File: src/include/rdcfg_map.svh
// Register offsets, reset values, field positions and timing counts
`ifndef RDCFG_MAP_SVH
`define RDCFG_MAP_SVH

`define RDCFG_OFS_SPARE_A        8'h09
`define RDCFG_OFS_PRESENCE       8'h0A
`define RDCFG_OFS_SPARE_B        8'h0B
`define RDCFG_OFS_SPARE_C        8'h0C
`define RDCFG_OFS_SPARE_D        8'h0D
`define RDCFG_OFS_TERMINATION    8'h0E
`define RDCFG_OFS_BOOST          8'h0F
`define RDCFG_OFS_OUTPUT_CTRL    8'h10

`define RDCFG_RST_SPARE_A        8'h00
`define RDCFG_RST_PRESENCE       8'h00
`define RDCFG_RST_SPARE_B        8'h70
`define RDCFG_RST_SPARE_C        8'h00
`define RDCFG_RST_SPARE_D        8'h00
`define RDCFG_RST_TERMINATION    8'h00
`define RDCFG_RST_BOOST          8'h2F
`define RDCFG_RST_OUTPUT_CTRL    8'hAD
`define RDCFG_RST_UNMAPPED       8'h00

`define RDCFG_FES_MSB            3
`define RDCFG_FES_LSB            2
`define RDCFG_SHORT_PROT_BIT     7
`define RDCFG_SWING_MSB          2
`define RDCFG_SWING_LSB          0

`define RDCFG_CLK_HZ             25000000
`define RDCFG_PROBE_PERIOD_MS    12
`define RDCFG_PROBE_PERIOD_CYC   ((`RDCFG_PROBE_PERIOD_MS * `RDCFG_CLK_HZ) / 1000)
`define RDCFG_PROBE_ATTEMPTS     50

`define RDCFG_DEV_ADDR           7'h5A

`endif

File: src/include/rdcfg_pkg.sv
// Types shared by the lane configuration register bank
package rdcfg_pkg;

    typedef enum logic [1:0] {
        FES_HIZ          = 2'b00,
        FES_AUTO_LIMITED = 2'b01,
        FES_AUTO_ENDLESS = 2'b10,
        FES_TERM_50      = 2'b11
    } rdcfg_fes_t;

    typedef enum logic [3:0] {
        ST_IDLE  = 4'b0000,
        ST_ADDR  = 4'b0001,
        ST_AACK  = 4'b0010,
        ST_CMD   = 4'b0011,
        ST_CACK  = 4'b0100,
        ST_WDATA = 4'b0101,
        ST_WACK  = 4'b0110,
        ST_RDATA = 4'b0111,
        ST_RACK  = 4'b1000
    } rdcfg_state_t;

    typedef logic [2:0] rdcfg_swing_t;

endpackage : rdcfg_pkg

File: src/include/rdcfg_sense_if.sv
// Link between the register bank and the far-end sense engine
`timescale 1ns/1ns
interface rdcfg_sense_if;
    rdcfg_pkg::rdcfg_fes_t code;
    logic                  rx_present;
    logic                  term_50;
    logic                  probe;

    modport ctrl   (output code, output rx_present, input term_50, input probe);
    modport engine (input code, input rx_present, output term_50, output probe);
endinterface : rdcfg_sense_if

File: src/logic/rdcfg_sense.sv
// Far-end receiver sense engine for lane b0
`timescale 1ns/1ns
`include "rdcfg_map.svh"
module rdcfg_sense #(
    parameter int unsigned PROBE_PERIOD_CYC = `RDCFG_PROBE_PERIOD_CYC,
    parameter int unsigned PROBE_ATTEMPTS   = `RDCFG_PROBE_ATTEMPTS
) (
    input  wire logic      clk,
    input  wire logic      rst,
    rdcfg_sense_if.engine  sif
);
    import rdcfg_pkg::*;

    localparam int TW = $clog2(PROBE_PERIOD_CYC + 1);
    localparam int AW = $clog2(PROBE_ATTEMPTS + 1);
    localparam logic [TW-1:0] LAST_TICK = TW'(PROBE_PERIOD_CYC - 1);
    localparam logic [AW-1:0] MAX_TRIES = AW'(PROBE_ATTEMPTS);

    rdcfg_fes_t    code_d;
    logic [TW-1:0] timer;
    logic [AW-1:0] tries;
    logic          detected;
    logic          stopped;
    logic          term_50;
    logic          probe;

    assign sif.term_50 = term_50;
    assign sif.probe   = probe;

    always_ff @(posedge clk) begin
        if (rst) begin
            code_d   <= FES_HIZ;
            timer    <= '0;
            tries    <= '0;
            detected <= 1'b0;
            stopped  <= 1'b0;
            term_50  <= 1'b0;
            probe    <= 1'b0;
        end else begin
            probe  <= 1'b0;
            code_d <= sif.code;
            if (sif.code != code_d) begin
                // Mode change restarts the search
                timer    <= '0;
                tries    <= '0;
                detected <= 1'b0;
                stopped  <= 1'b0;
                term_50  <= 1'b0;
            end else begin
                unique case (sif.code)
                    FES_HIZ:     term_50 <= 1'b0;
                    FES_TERM_50: term_50 <= 1'b1;
                    FES_AUTO_LIMITED, FES_AUTO_ENDLESS: begin
                        if (!detected && !stopped) begin
                            if (timer == LAST_TICK) begin
                                timer <= '0;
                                // Result of the previous probe is judged at the next tick
                                if (sif.rx_present && tries != '0) begin
                                    detected <= 1'b1;
                                    term_50  <= 1'b1;
                                end else if (sif.code == FES_AUTO_ENDLESS || tries != MAX_TRIES) begin
                                    probe <= 1'b1;
                                    if (sif.code == FES_AUTO_LIMITED) begin
                                        tries <= tries + 1'b1;
                                    end else begin
                                        tries <= AW'(1);
                                    end
                                end else begin
                                    // Limit reached and last probe judged
                                    stopped <= 1'b1;
                                end
                            end else begin
                                timer <= timer + 1'b1;
                            end
                        end
                    end
                endcase
            end
        end
    end

endmodule : rdcfg_sense

File: src/logic/rdcfg_regs.sv
// SMBus slave register bank for the lane configuration slice
`timescale 1ns/1ns
`include "rdcfg_map.svh"
module rdcfg_regs #(
    parameter logic [6:0]  DEV_ADDR         = `RDCFG_DEV_ADDR, // Arbitrary value
    parameter int unsigned PROBE_PERIOD_CYC = `RDCFG_PROBE_PERIOD_CYC,
    parameter int unsigned PROBE_ATTEMPTS   = `RDCFG_PROBE_ATTEMPTS
) (
    input  wire logic            CLK,
    input  wire logic            RST,
    input  wire logic            SCL,
    input  wire logic            SDA_IN,
    output logic                 SDA_OUT,
    output logic                 SDA_OE,
    input  wire logic [7:0]      LANE_SIGNAL_LOSS,
    input  wire logic            SPARE_STRAP_FLOAT,
    input  wire logic [1:0]      FAR_END_SENSE_PIN,
    input  wire logic            FAR_END_SENSE_OVERRIDE,
    input  wire logic            LANE_B0_RX_PRESENT,
    output logic                 LANE_B0_PROBE,
    output logic                 LANE_B0_TERM_50,
    output logic [7:0]           BOOST_SETTING,
    output logic                 SHORT_PROTECT_EN,
    output rdcfg_pkg::rdcfg_swing_t OUTPUT_SWING
);
    import rdcfg_pkg::*;

    localparam int NPIN = 14;
    localparam logic [NPIN-1:0] PIN_IDLE = 14'h0003;

    logic [NPIN-1:0] pin_raw;
    logic [NPIN-1:0] sync1;
    logic [NPIN-1:0] sync2;
    logic [NPIN-1:0] sync3;
    logic [NPIN-1:0] pin_f;
    logic            scl_d;
    logic            sda_d;
    logic            scl;
    logic            sda;
    logic            start_cond;
    logic            stop_cond;
    logic            scl_rise;
    logic            scl_fall;

    rdcfg_state_t    state;
    logic [3:0]      bit_cnt;
    logic [7:0]      shreg;
    logic [7:0]      ptr;
    logic            rw;
    logic            sda_oe;
    logic            wr_stb;
    logic [7:0]      wr_addr;
    logic [7:0]      wr_data;
    logic [7:0]      rd_now;
    logic [7:0]      rd_next;

    logic [7:0]      spare_cfg_a;
    logic [7:0]      lane_signal_presence;
    logic [7:0]      spare_cfg_b;
    logic [7:0]      spare_cfg_c;
    logic [7:0]      spare_cfg_d;
    logic [7:0]      lane_b0_termination;
    logic [7:0]      lane_b0_boost;
    logic [7:0]      lane_b0_output_ctrl;

    rdcfg_sense_if   sense_if ();

    function automatic logic [7:0] read_reg(input logic [7:0] a);
        logic [7:0] d;
        d = `RDCFG_RST_UNMAPPED;
        case (a)
            `RDCFG_OFS_SPARE_A:     d = spare_cfg_a;
            `RDCFG_OFS_PRESENCE:    d = lane_signal_presence;
            `RDCFG_OFS_SPARE_B:     d = spare_cfg_b;
            `RDCFG_OFS_SPARE_C:     d = spare_cfg_c;
            `RDCFG_OFS_SPARE_D:     d = spare_cfg_d;
            `RDCFG_OFS_TERMINATION: d = lane_b0_termination;
            `RDCFG_OFS_BOOST:       d = lane_b0_boost;
            `RDCFG_OFS_OUTPUT_CTRL: d = lane_b0_output_ctrl;
            default:                d = `RDCFG_RST_UNMAPPED;
        endcase
        return d;
    endfunction : read_reg

    // Pin synchronisers, a bit changes once stages two and three agree
    assign pin_raw = {LANE_B0_RX_PRESENT, FAR_END_SENSE_PIN, SPARE_STRAP_FLOAT, LANE_SIGNAL_LOSS, SDA_IN, SCL};

    always_ff @(posedge CLK) begin
        if (RST) begin
            sync1 <= PIN_IDLE;
            sync2 <= PIN_IDLE;
            sync3 <= PIN_IDLE;
            pin_f <= PIN_IDLE;
            scl_d <= 1'b1;
            sda_d <= 1'b1;
        end else begin
            sync1 <= pin_raw;
            sync2 <= sync1;
            sync3 <= sync2;
            pin_f <= (pin_f & (sync2 ^ sync3)) | (sync3 & ~(sync2 ^ sync3));
            scl_d <= pin_f[0];
            sda_d <= pin_f[1];
        end
    end

    assign scl        = pin_f[0];
    assign sda        = pin_f[1];
    assign start_cond = scl & scl_d & sda_d & ~sda;
    assign stop_cond  = scl & scl_d & ~sda_d & sda;
    assign scl_rise   = scl & ~scl_d;
    assign scl_fall   = ~scl & scl_d;

    // Process form, so a register change re-reads the mapped value
    always_comb begin
        rd_now  = read_reg(ptr);
        rd_next = read_reg(ptr + 8'h01);
    end

    // SMBus byte engine
    always_ff @(posedge CLK) begin
        if (RST) begin
            state   <= ST_IDLE;
            bit_cnt <= 4'h0;
            shreg   <= 8'h00;
            ptr     <= 8'h00;
            rw      <= 1'b0;
            sda_oe  <= 1'b0;
            wr_stb  <= 1'b0;
            wr_addr <= 8'h00;
            wr_data <= 8'h00;
        end else begin
            wr_stb <= 1'b0;
            if (stop_cond) begin
                state  <= ST_IDLE;
                sda_oe <= 1'b0;
            end else if (start_cond) begin
                state   <= ST_ADDR;
                bit_cnt <= 4'h0;
                sda_oe  <= 1'b0;
            end else if (scl_rise) begin
                unique case (state)
                    ST_ADDR, ST_CMD, ST_WDATA: begin
                        shreg   <= {shreg[6:0], sda};
                        bit_cnt <= bit_cnt + 4'h1;
                    end
                    ST_RACK: begin
                        if (sda) begin
                            state <= ST_IDLE;
                        end
                    end
                    ST_IDLE, ST_AACK, ST_CACK, ST_WACK, ST_RDATA: begin
                    end
                endcase
            end else if (scl_fall) begin
                unique case (state)
                    ST_ADDR: begin
                        if (bit_cnt == 4'h8) begin
                            if (shreg[7:1] == DEV_ADDR) begin
                                rw     <= shreg[0];
                                sda_oe <= 1'b1;
                                state  <= ST_AACK;
                            end else begin
                                state <= ST_IDLE;
                            end
                        end
                    end
                    ST_CMD: begin
                        if (bit_cnt == 4'h8) begin
                            ptr    <= shreg;
                            sda_oe <= 1'b1;
                            state  <= ST_CACK;
                        end
                    end
                    ST_WDATA: begin
                        if (bit_cnt == 4'h8) begin
                            wr_stb  <= 1'b1;
                            wr_addr <= ptr;
                            wr_data <= shreg;
                            ptr     <= ptr + 8'h01;
                            sda_oe  <= 1'b1;
                            state   <= ST_WACK;
                        end
                    end
                    ST_AACK: begin
                        bit_cnt <= 4'h0;
                        if (rw) begin
                            shreg  <= rd_now;
                            sda_oe <= ~rd_now[7];
                            state  <= ST_RDATA;
                        end else begin
                            sda_oe <= 1'b0;
                            state  <= ST_CMD;
                        end
                    end
                    ST_CACK, ST_WACK: begin
                        sda_oe  <= 1'b0;
                        bit_cnt <= 4'h0;
                        state   <= ST_WDATA;
                    end
                    ST_RDATA: begin
                        if (bit_cnt == 4'h7) begin
                            sda_oe <= 1'b0;
                            state  <= ST_RACK;
                        end else begin
                            bit_cnt <= bit_cnt + 4'h1;
                            shreg   <= {shreg[6:0], 1'b0};
                            sda_oe  <= ~shreg[6];
                        end
                    end
                    ST_RACK: begin
                        ptr     <= ptr + 8'h01;
                        shreg   <= rd_next;
                        sda_oe  <= ~rd_next[7];
                        bit_cnt <= 4'h0;
                        state   <= ST_RDATA;
                    end
                    ST_IDLE: begin
                    end
                endcase
            end
        end
    end

    // Writable registers; spare ones keep what the host writes
    always_ff @(posedge CLK) begin
        if (RST) begin
            spare_cfg_a         <= `RDCFG_RST_SPARE_A;
            spare_cfg_b         <= `RDCFG_RST_SPARE_B;
            spare_cfg_c         <= `RDCFG_RST_SPARE_C;
            spare_cfg_d         <= `RDCFG_RST_SPARE_D;
            lane_b0_termination <= `RDCFG_RST_TERMINATION;
            lane_b0_boost       <= `RDCFG_RST_BOOST;
            lane_b0_output_ctrl <= `RDCFG_RST_OUTPUT_CTRL;
        end else if (wr_stb) begin
            case (wr_addr)
                `RDCFG_OFS_SPARE_A:     spare_cfg_a         <= wr_data;
                `RDCFG_OFS_SPARE_B:     spare_cfg_b         <= wr_data;
                `RDCFG_OFS_SPARE_C:     spare_cfg_c         <= wr_data;
                `RDCFG_OFS_SPARE_D:     spare_cfg_d         <= wr_data;
                `RDCFG_OFS_TERMINATION: lane_b0_termination <= wr_data;
                `RDCFG_OFS_BOOST:       lane_b0_boost       <= wr_data;
                `RDCFG_OFS_OUTPUT_CTRL: lane_b0_output_ctrl <= wr_data;
                default: begin
                end
            endcase
        end
    end

    // Presence monitor follows the lanes only while the strap floats
    always_ff @(posedge CLK) begin
        if (RST) begin
            lane_signal_presence <= `RDCFG_RST_PRESENCE;
        end else if (pin_f[10]) begin
            lane_signal_presence <= pin_f[9:2];
        end
    end

    // Override selects register field over strap pin
    assign sense_if.code = rdcfg_fes_t'(FAR_END_SENSE_OVERRIDE ?
        lane_b0_termination[`RDCFG_FES_MSB:`RDCFG_FES_LSB] : pin_f[12:11]);
    assign sense_if.rx_present = pin_f[13];

    rdcfg_sense #(
        .PROBE_PERIOD_CYC (PROBE_PERIOD_CYC),
        .PROBE_ATTEMPTS   (PROBE_ATTEMPTS)
    ) u_sense (
        .clk (CLK),
        .rst (RST),
        .sif (sense_if.engine)
    );

    always_ff @(posedge CLK) begin
        if (RST) begin
            SDA_OUT <= 1'b0;
        end else begin
            SDA_OUT <= 1'b0;
        end
    end

    assign SDA_OE           = sda_oe;
    assign LANE_B0_PROBE    = sense_if.probe;
    assign LANE_B0_TERM_50  = sense_if.term_50;
    assign BOOST_SETTING    = lane_b0_boost;
    assign SHORT_PROTECT_EN = lane_b0_output_ctrl[`RDCFG_SHORT_PROT_BIT];
    assign OUTPUT_SWING     = lane_b0_output_ctrl[`RDCFG_SWING_MSB:`RDCFG_SWING_LSB];

endmodule : rdcfg_regs

File: config.mk
export PLATFORM = sky130hd
export DESIGN_NAME = rdcfg_regs
export DESIGN_NICKNAME = d
export VERILOG_FILES = /design/src/include/rdcfg_pkg.sv /design/src/include/rdcfg_sense_if.sv /design/src/logic/rdcfg_sense.sv /design/src/logic/rdcfg_regs.sv
export VERILOG_INCLUDE_DIRS = /design/src /design/src/include
export SDC_FILE = /design/constraint.sdc
export NUM_CORES = 1
export LEC_CHECK = 0
export BUFFER_PORTS_ARGS = -buffer_cell sky130_fd_sc_hd__buf_2
export CAP_MARGIN = 20
export CORE_ASPECT_RATIO = 0.7
export CORE_MARGIN = 2
export CORE_UTILIZATION = 45
export CTS_CLUSTER_DIAMETER = 200
export DETAILED_ROUTE_END_ITERATION = 12
export HOLD_SLACK_MARGIN = 0.08
export PLACE_DENSITY = 0.65
export SYNTH_ARGS = -nofsm -noshare
export SYNTH_HDL_FRONTEND = slang
export SYNTH_SLANG_ARGS = --single-unit
File: constraint.sdc
create_clock -name CLK -period 3.05 [get_ports CLK]
set_input_delay 0.61 -clock CLK [delete_from_list [all_inputs] [get_ports CLK]]
set_output_delay 0.61 -clock CLK [all_outputs]
set_load 0.02 [all_outputs]
==> results of run 1 <==
area by class of cell:
class	instances	area, µm²
well taps	270	338
flip-flops and latches	196	3920
fillers	1877	9710
multi-input cells	768	4930
inverters	24	90.1
repair buffers	63	398
clock buffers	18	439
clock inverters	12	125
flip-flops by register name (all words and copies together), names as in the netlist, 14 cells and up, named ones only:
name / count
sync2: 14
sync3: 14
sync1: 14
u_sense.timer: 19
critical path, stage by stage, from the launching register on:
cell,delay [ns]
dfxtp_1,0.56
inv_1,0.12
ha_1,0.38
a22o_1,0.29
a221oi_1,0.37
o22ai_1,0.17
a221o_1,0.34
a221o_1,0.32
o21ai_0,0.07
a21oi_1,0.08
metrics by stage:
stage | std cells | cell area (µm²) | util, % | setup WS [ns] | hold slack [ns]
floorplan | 1060 | 9250 | - | 0.557 | 0.389
global placement | 1321 | 9680 | 48.5 | 0.322 | 0.392
detailed placement | 1321 | 9680 | 48.5 | 0.320 | 0.393
CTS | 1351 | 10200 | 51.3 | 0.300 | 0.321
global route | 1351 | 10200 | 51.3 | 0.0380 | 0.320
finish | 1351 | 10200 | 51.3 | 0.231 | 0.343
power breakdown:
part           total, mW  internal [mW]  leakage [nW]  switching [mW]
registers           2.59           2.58          1.59         0.00912
clock network       2.20           1.16         0.275            1.04
logic             0.0842         0.0286          1.86          0.0557
total               4.87           3.77          3.72            1.11
cells in the mapped netlist (17+ instances only):
cell | n | area share (%)
nand3_1 | 17 | 0.92
inv_1 | 24 | 0.97
xor2_1 | 18 | 1.7
a22oi_1 | 17 | 1.4
clkbuf_1 | 54 | 2.2
a21oi_1 | 57 | 3.1
ha_1 | 18 | 2.4
nand2_1 | 89 | 3.6
nor2_1 | 136 | 5.5
o21ai_0 | 51 | 2.8
nor2b_1 | 45 | 3.0
mux2i_1 | 90 | 9.7
dfxtp_1 | 196 | 42
worst paths after layout:
kind,start,to,slack (ns),cells after the start
worst min register to register,sync1[0]$_SDFF_PP1_,sync2[0]$_SDFF_PP1_,0.41,1
worst max-delay path,ptr[0]$_SDFFE_PP0P_,shreg[7]$_SDFFE_PP0P_,0.23,9
worst min-delay path,SCL,sync1[0]$_SDFF_PP1_,0.34,2
worst max register to register,ptr[0]$_SDFFE_PP0P_,shreg[7]$_SDFFE_PP0P_,0.23,9
logic make-up after synthesis:
kind of cell / after synthesis
multiplexers: 92
adder cells (fa/ha/maj): 18
flip-flops: 196
AND/OR/NAND/NOR: 389
buffers and inverters: 96
other: 1
XOR/XNOR: 22
AO/OA/AOI/OAI: 246
metal layers:
| metal | GRT usage (%) | part of all wire [%] | vias up |
|---|---|---|---|
| met1 | 33.9 | 51 | 3715 |
| met5 | 0 | 0 | - |
| met4 | 4.58 | 0.67 | 0 |
| met2 | 30.5 | 40 | 306 |
| li1 | - | - | 3818 |
| met3 | 5.59 | 8.5 | 12 |
==> metrics.yaml, run 1 <==
cts_buffers: 17
place_hpwl_um: 16300
final_cell_mix: "dfxtp_1 (196), nor2_1 (136), mux2i_1 (90)"
clock_path_buffers: 2
yosys_warnings: 0
vias: 7851
finalWeightedCongestion: 0.912
grt_pass1_vias: 6939
antenna_left: 0
cts_tree: "yes"
antennaDiodeCount: 0
grt_max_degree: 56
tightest_slew_ns: 1.08
antenna_found_initial: 0
clock_latency_ns: 0.45
synthSimpleGateAreaFrac_pct: 20.5
start_kind: "flip-flop"
cp_data_required_time_ns: 3.37
crit_path_end_kind: "flip-flop"
final_common_cell: "dfxtp_1"
ys.flop_type: "dfxtp_1"
grtUsageTotal_pct: 22.0
viasPerCell: 5.81
io_buffers: 31
rsz0062_at_grt: "no"
grt_pass1_wl_um: 37600
first_iter_violations: 878
worstPathArrival_ns: 3.14
cts-root-buf: "clkbuf_16"
wirelength_um: 23100
dieArea_um2: 21700
ys_seq_area_share_pct: 42.4
synth_seq_cells: 196
firstDrtPassIters: 6
hold_class: "in2reg"
wl_per_cell_um: 17.1
rows: 43
cts.sinks: 196
avgSynthCellArea_um2: 8.73
drive_gt1_share_pct: 10.8
pin_count: 33
critPathKind: "reg2reg"
status: "complete, no violations"
synth_nets: 1095
drv_slew: 0
syn_inst: 1060
ys_types: 75
ctsHoldBuffers: 0
post-route-drc-count: 0
critPathMaxFanout: 13
setup_tns_ns: 0
dieHeight_um: 124
syn_area_um2: 9250
async_flop_share_pct: 0
post-cts-setup-buffers: 0
period_share_pct: 92.4
synthAdderAreaFrac_pct: 2.44
grt-ovfl-total: 0
clk_pin_slew_ns: 0.07
leakage_nw: 3.72
htreeDepth: 4
initial_core_util_pct: 46.3
drv_cap: 0
synthMuxAreaShare_pct: 9.98
synth_xor_area_share_pct: 2.08
power_density_nw_per_um2: 475
post-route-min-period_ns: 2.82
synth_top_family_by_area: "simple AND/OR/NAND/NOR gates"
synth_compound_area_share_pct: 18.3
core_um2: 20000
max-vdd-ir-drop_mv: 0.328
syn2layout_area_growth_pct: 10.8
die_w_um: 175
fin_skew_ns: 0.0123
synth_edf_count: 0
timing.slew.headroom_pct: 27.4
hold_viol_final: 0
cts-resized-gates: 0
fin_nets: 1105
timing.fmax_mhz: 355
p_total_mw: 4.87
setup_viol: 0
Power figures use the tool's default switching activity.
==> run 2: changes to the inputs <==
Clock period 3.05 ns to 3.6 ns, I/O delays scaled along.
==> run 2 against run 1 <==
Effect of this change:
- sequential power shrank 15%
- critical path depth unchanged
- register-to-register slack improved by 0.44 ns
- clock skew up 0.00098 ns
- critical path type unchanged
- utilization decreased by 0.10 points
- clock power shrank 5%
- die area unchanged
- cell count down 0.96%
- via count decreased by 1.2%
- sequential share of layout area up 0.075 points
- critical endpoint unchanged
- combinational power fell by 17%
- setup slack improved by 0.44 ns
==> metrics.yaml, run 2 (synthesized netlist as in run 1, its figures left out) <==
drv_slew: 0  # unchanged
antennaDiodeCount: 0  # unchanged
start_kind: "flip-flop"
drive_gt1_share_pct: 9.74  # -1.1 points
fin_nets: 1090  # -1.4%
htreeDepth: 4  # unchanged
grt_max_degree: 77  # +38%
clock_path_buffers: 2  # unchanged
firstDrtPassIters: 8  # +2
fin_skew_ns: 0.0133  # +0.000981 ns
tightest_slew_ns: 1.06  # -0.0229 ns
cp_data_required_time_ns: 3.90  # +0.53 ns
critPathKind: "reg2reg"
leakage_nw: 3.68  # -0.94%
dieArea_um2: 21700  # unchanged
multi_input_area_um2: 4930  # unchanged
post-cts-setup-buffers: 0  # unchanged
clock_latency_ns: 0.45  # about the same
core_um2: 20000  # unchanged
seqCellArea_um2: 3920  # unchanged
setup_tns_ns: 0  # unchanged
place_hpwl_um: 15800  # -3.0%
reg2regPathDepth: 9  # unchanged
nFillCells: 1874  # -0.16%
syn2layout_area_growth_pct: 10.6
rows: 43  # unchanged
final_common_cell: "dfxtp_1"
grt_pass1_wl_um: 37200  # -1.0%
finalWeightedCongestion: 0.887  # -2.8%
hold_depth: 1  # -1
vias: 7753  # -1.2%
hold_start: "sync1[1]$_SDFF_PP1_"
cts-resized-gates: 0  # unchanged
hold_viol_final: 0  # unchanged
ctsHoldBuffers: 0  # unchanged
antenna_left: 0  # unchanged
whs_endpoint: "sync2[1]$_SDFF_PP1_"
max-vdd-ir-drop_mv: 0.405  # +23%
drv_cap: 0  # unchanged
worstReg2RegEnd: "shreg[7]$_SDFFE_PP0P_"
cts_buffers: 17  # unchanged
post-route-min-period_ns: 2.92  # +0.106 ns
worstPathArrival_ns: 3.22  # +0.08 ns
status: "complete, no violations"
post-route-drc-count: 0  # unchanged
holdWs_ns: 0.410  # +0.0668 ns
reg2reg_slack_ns: 0.68  # +0.44 ns
grtUsageTotal_pct: 21.7  # -0.36 points
io_buffers: 31  # unchanged
postPlaceCellArea_um2: 9570  # -1.2%
cts.sinks: 196  # unchanged
die_w_um: 175  # unchanged
worstReg2RegStart: "ptr[1]$_SDFFE_PP0P_"
clk_pin_slew_ns: 0.07  # about the same
design_area_um2: 10200  # -0.20%
cts-root-buf: "clkbuf_16"
pin_count: 33  # unchanged
wirelength_um: 22600  # -2.0%
hold_class: "reg2reg"
grt_pass1_vias: 6885  # -0.78%
grt-ovfl-total: 0  # unchanged
largest_reg_flops: 19  # unchanged
final_cell_mix: "dfxtp_1 (196), nor2_1 (136), mux2i_1 (90)"
antenna_found_initial: 0  # unchanged
critPathMaxFanout: 27  # +14
cts_tree: "yes"
rsz0062_at_grt: "no"
first_iter_violations: 917  # +4.4%
timing.fmax_mhz: 342  # -3.6%
p_total_mw: 4.35  # -11%
setup_viol: 0  # unchanged
period_share_pct: 81.2  # -11 points
crit_path_end_kind: "flip-flop"
initial_core_util_pct: 46.3  # unchanged
wl_per_cell_um: 16.9  # -1.0%
dieHeight_um: 124  # unchanged
power_density_nw_per_um2: 425  # -11%
timing.slew.headroom_pct: 29.5  # +2.1 points
viasPerCell: 5.79  # -0.29%
regMostFlops: "u_sense.timer"
==> run 2: cell count changes in the layout (fill, tap and decap cells not counted), sizes merged <==
cell | before | now
inv | 29 | 31
buf | 63 | 48
clkinvlp | 2 | 1
bufinv | 1 | 3
clkbuf | 18 | 17
==> run 2: through the flow <==
stage	setup WS [ns]	util, %	cells
6_report	0.675	51.2	1338
3_3_place_gp	0.690	48.0	1306
3_5_place_dp	0.525	48.0	1306
5_1_grt	0.470	51.2	1338
2_1_floorplan	1.04	-	1060
4_1_cts	0.753	51.2	1338
==> run 2: final cells by class <==
| type | instances | area share [%] |
|---|---|---|
| tap | 270 | 3.30 |
| clock buffer | 17 | 4.16 |
| clock inverter | 15 | 2.26 |
| multi-input combinational | 768 | 48.2 |
| timing repair buffer | 48 | 2.79 |
| inverter | 24 | 0.881 |
| sequential | 196 | 38.4 |
==> run 2: worst max-delay path by stage <==
| stage | to | start |
|---|---|---|
| after floorplan | u_sense.timer[11]$_SDFFE_PP0P_ | FAR_END_SENSE_OVERRIDE |
| after global placement | u_sense.timer[11]$_SDFFE_PP0P_ | FAR_END_SENSE_OVERRIDE |
| after detailed placement | u_sense.timer[15]$_SDFFE_PP0P_ | FAR_END_SENSE_OVERRIDE |
| after CTS | shreg[7]$_SDFFE_PP0P_ | ptr[1]$_SDFFE_PP0P_ |
| after global routing | shreg[7]$_SDFFE_PP0P_ | ptr[1]$_SDFFE_PP0P_ |
| final | shreg[7]$_SDFFE_PP0P_ | ptr[1]$_SDFFE_PP0P_ |
==> run 2: metal layers <==
metal | global-route usage (%) | vias to the layer above | wire [µm] | share of wire (%)
li1 | - | 3780 | - | -
met1 | 33.6 | 3633 | 11800 | 52
met2 | 29.8 | 309 | 8820 | 39
met3 | 4.49 | 31 | 1670 | 7.4
met4 | 6.04 | 0 | 329 | 1.5
met5 | 0 | - | 0 | 0
==> run 2: critical path, stage by stage (launching register included) <==
cell	delay (ns)
dfxtp_1	0.54
inv_1	0.12
ha_1	0.56
a22o_1	0.33
a221oi_1	0.27
o22ai_1	0.17
a221o_1	0.31
a221o_1	0.31
o21ai_0	0.09
a21oi_1	0.09
==> run 2: where the power goes <==
group | leakage, nW | internal, mW | switching, mW
logic | 1.78 | 0.0226 | 0.0469
clock network | 0.316 | 1.14 | 0.943
registers | 1.59 | 2.19 | 0.00788
total | 3.68 | 3.35 | 0.997
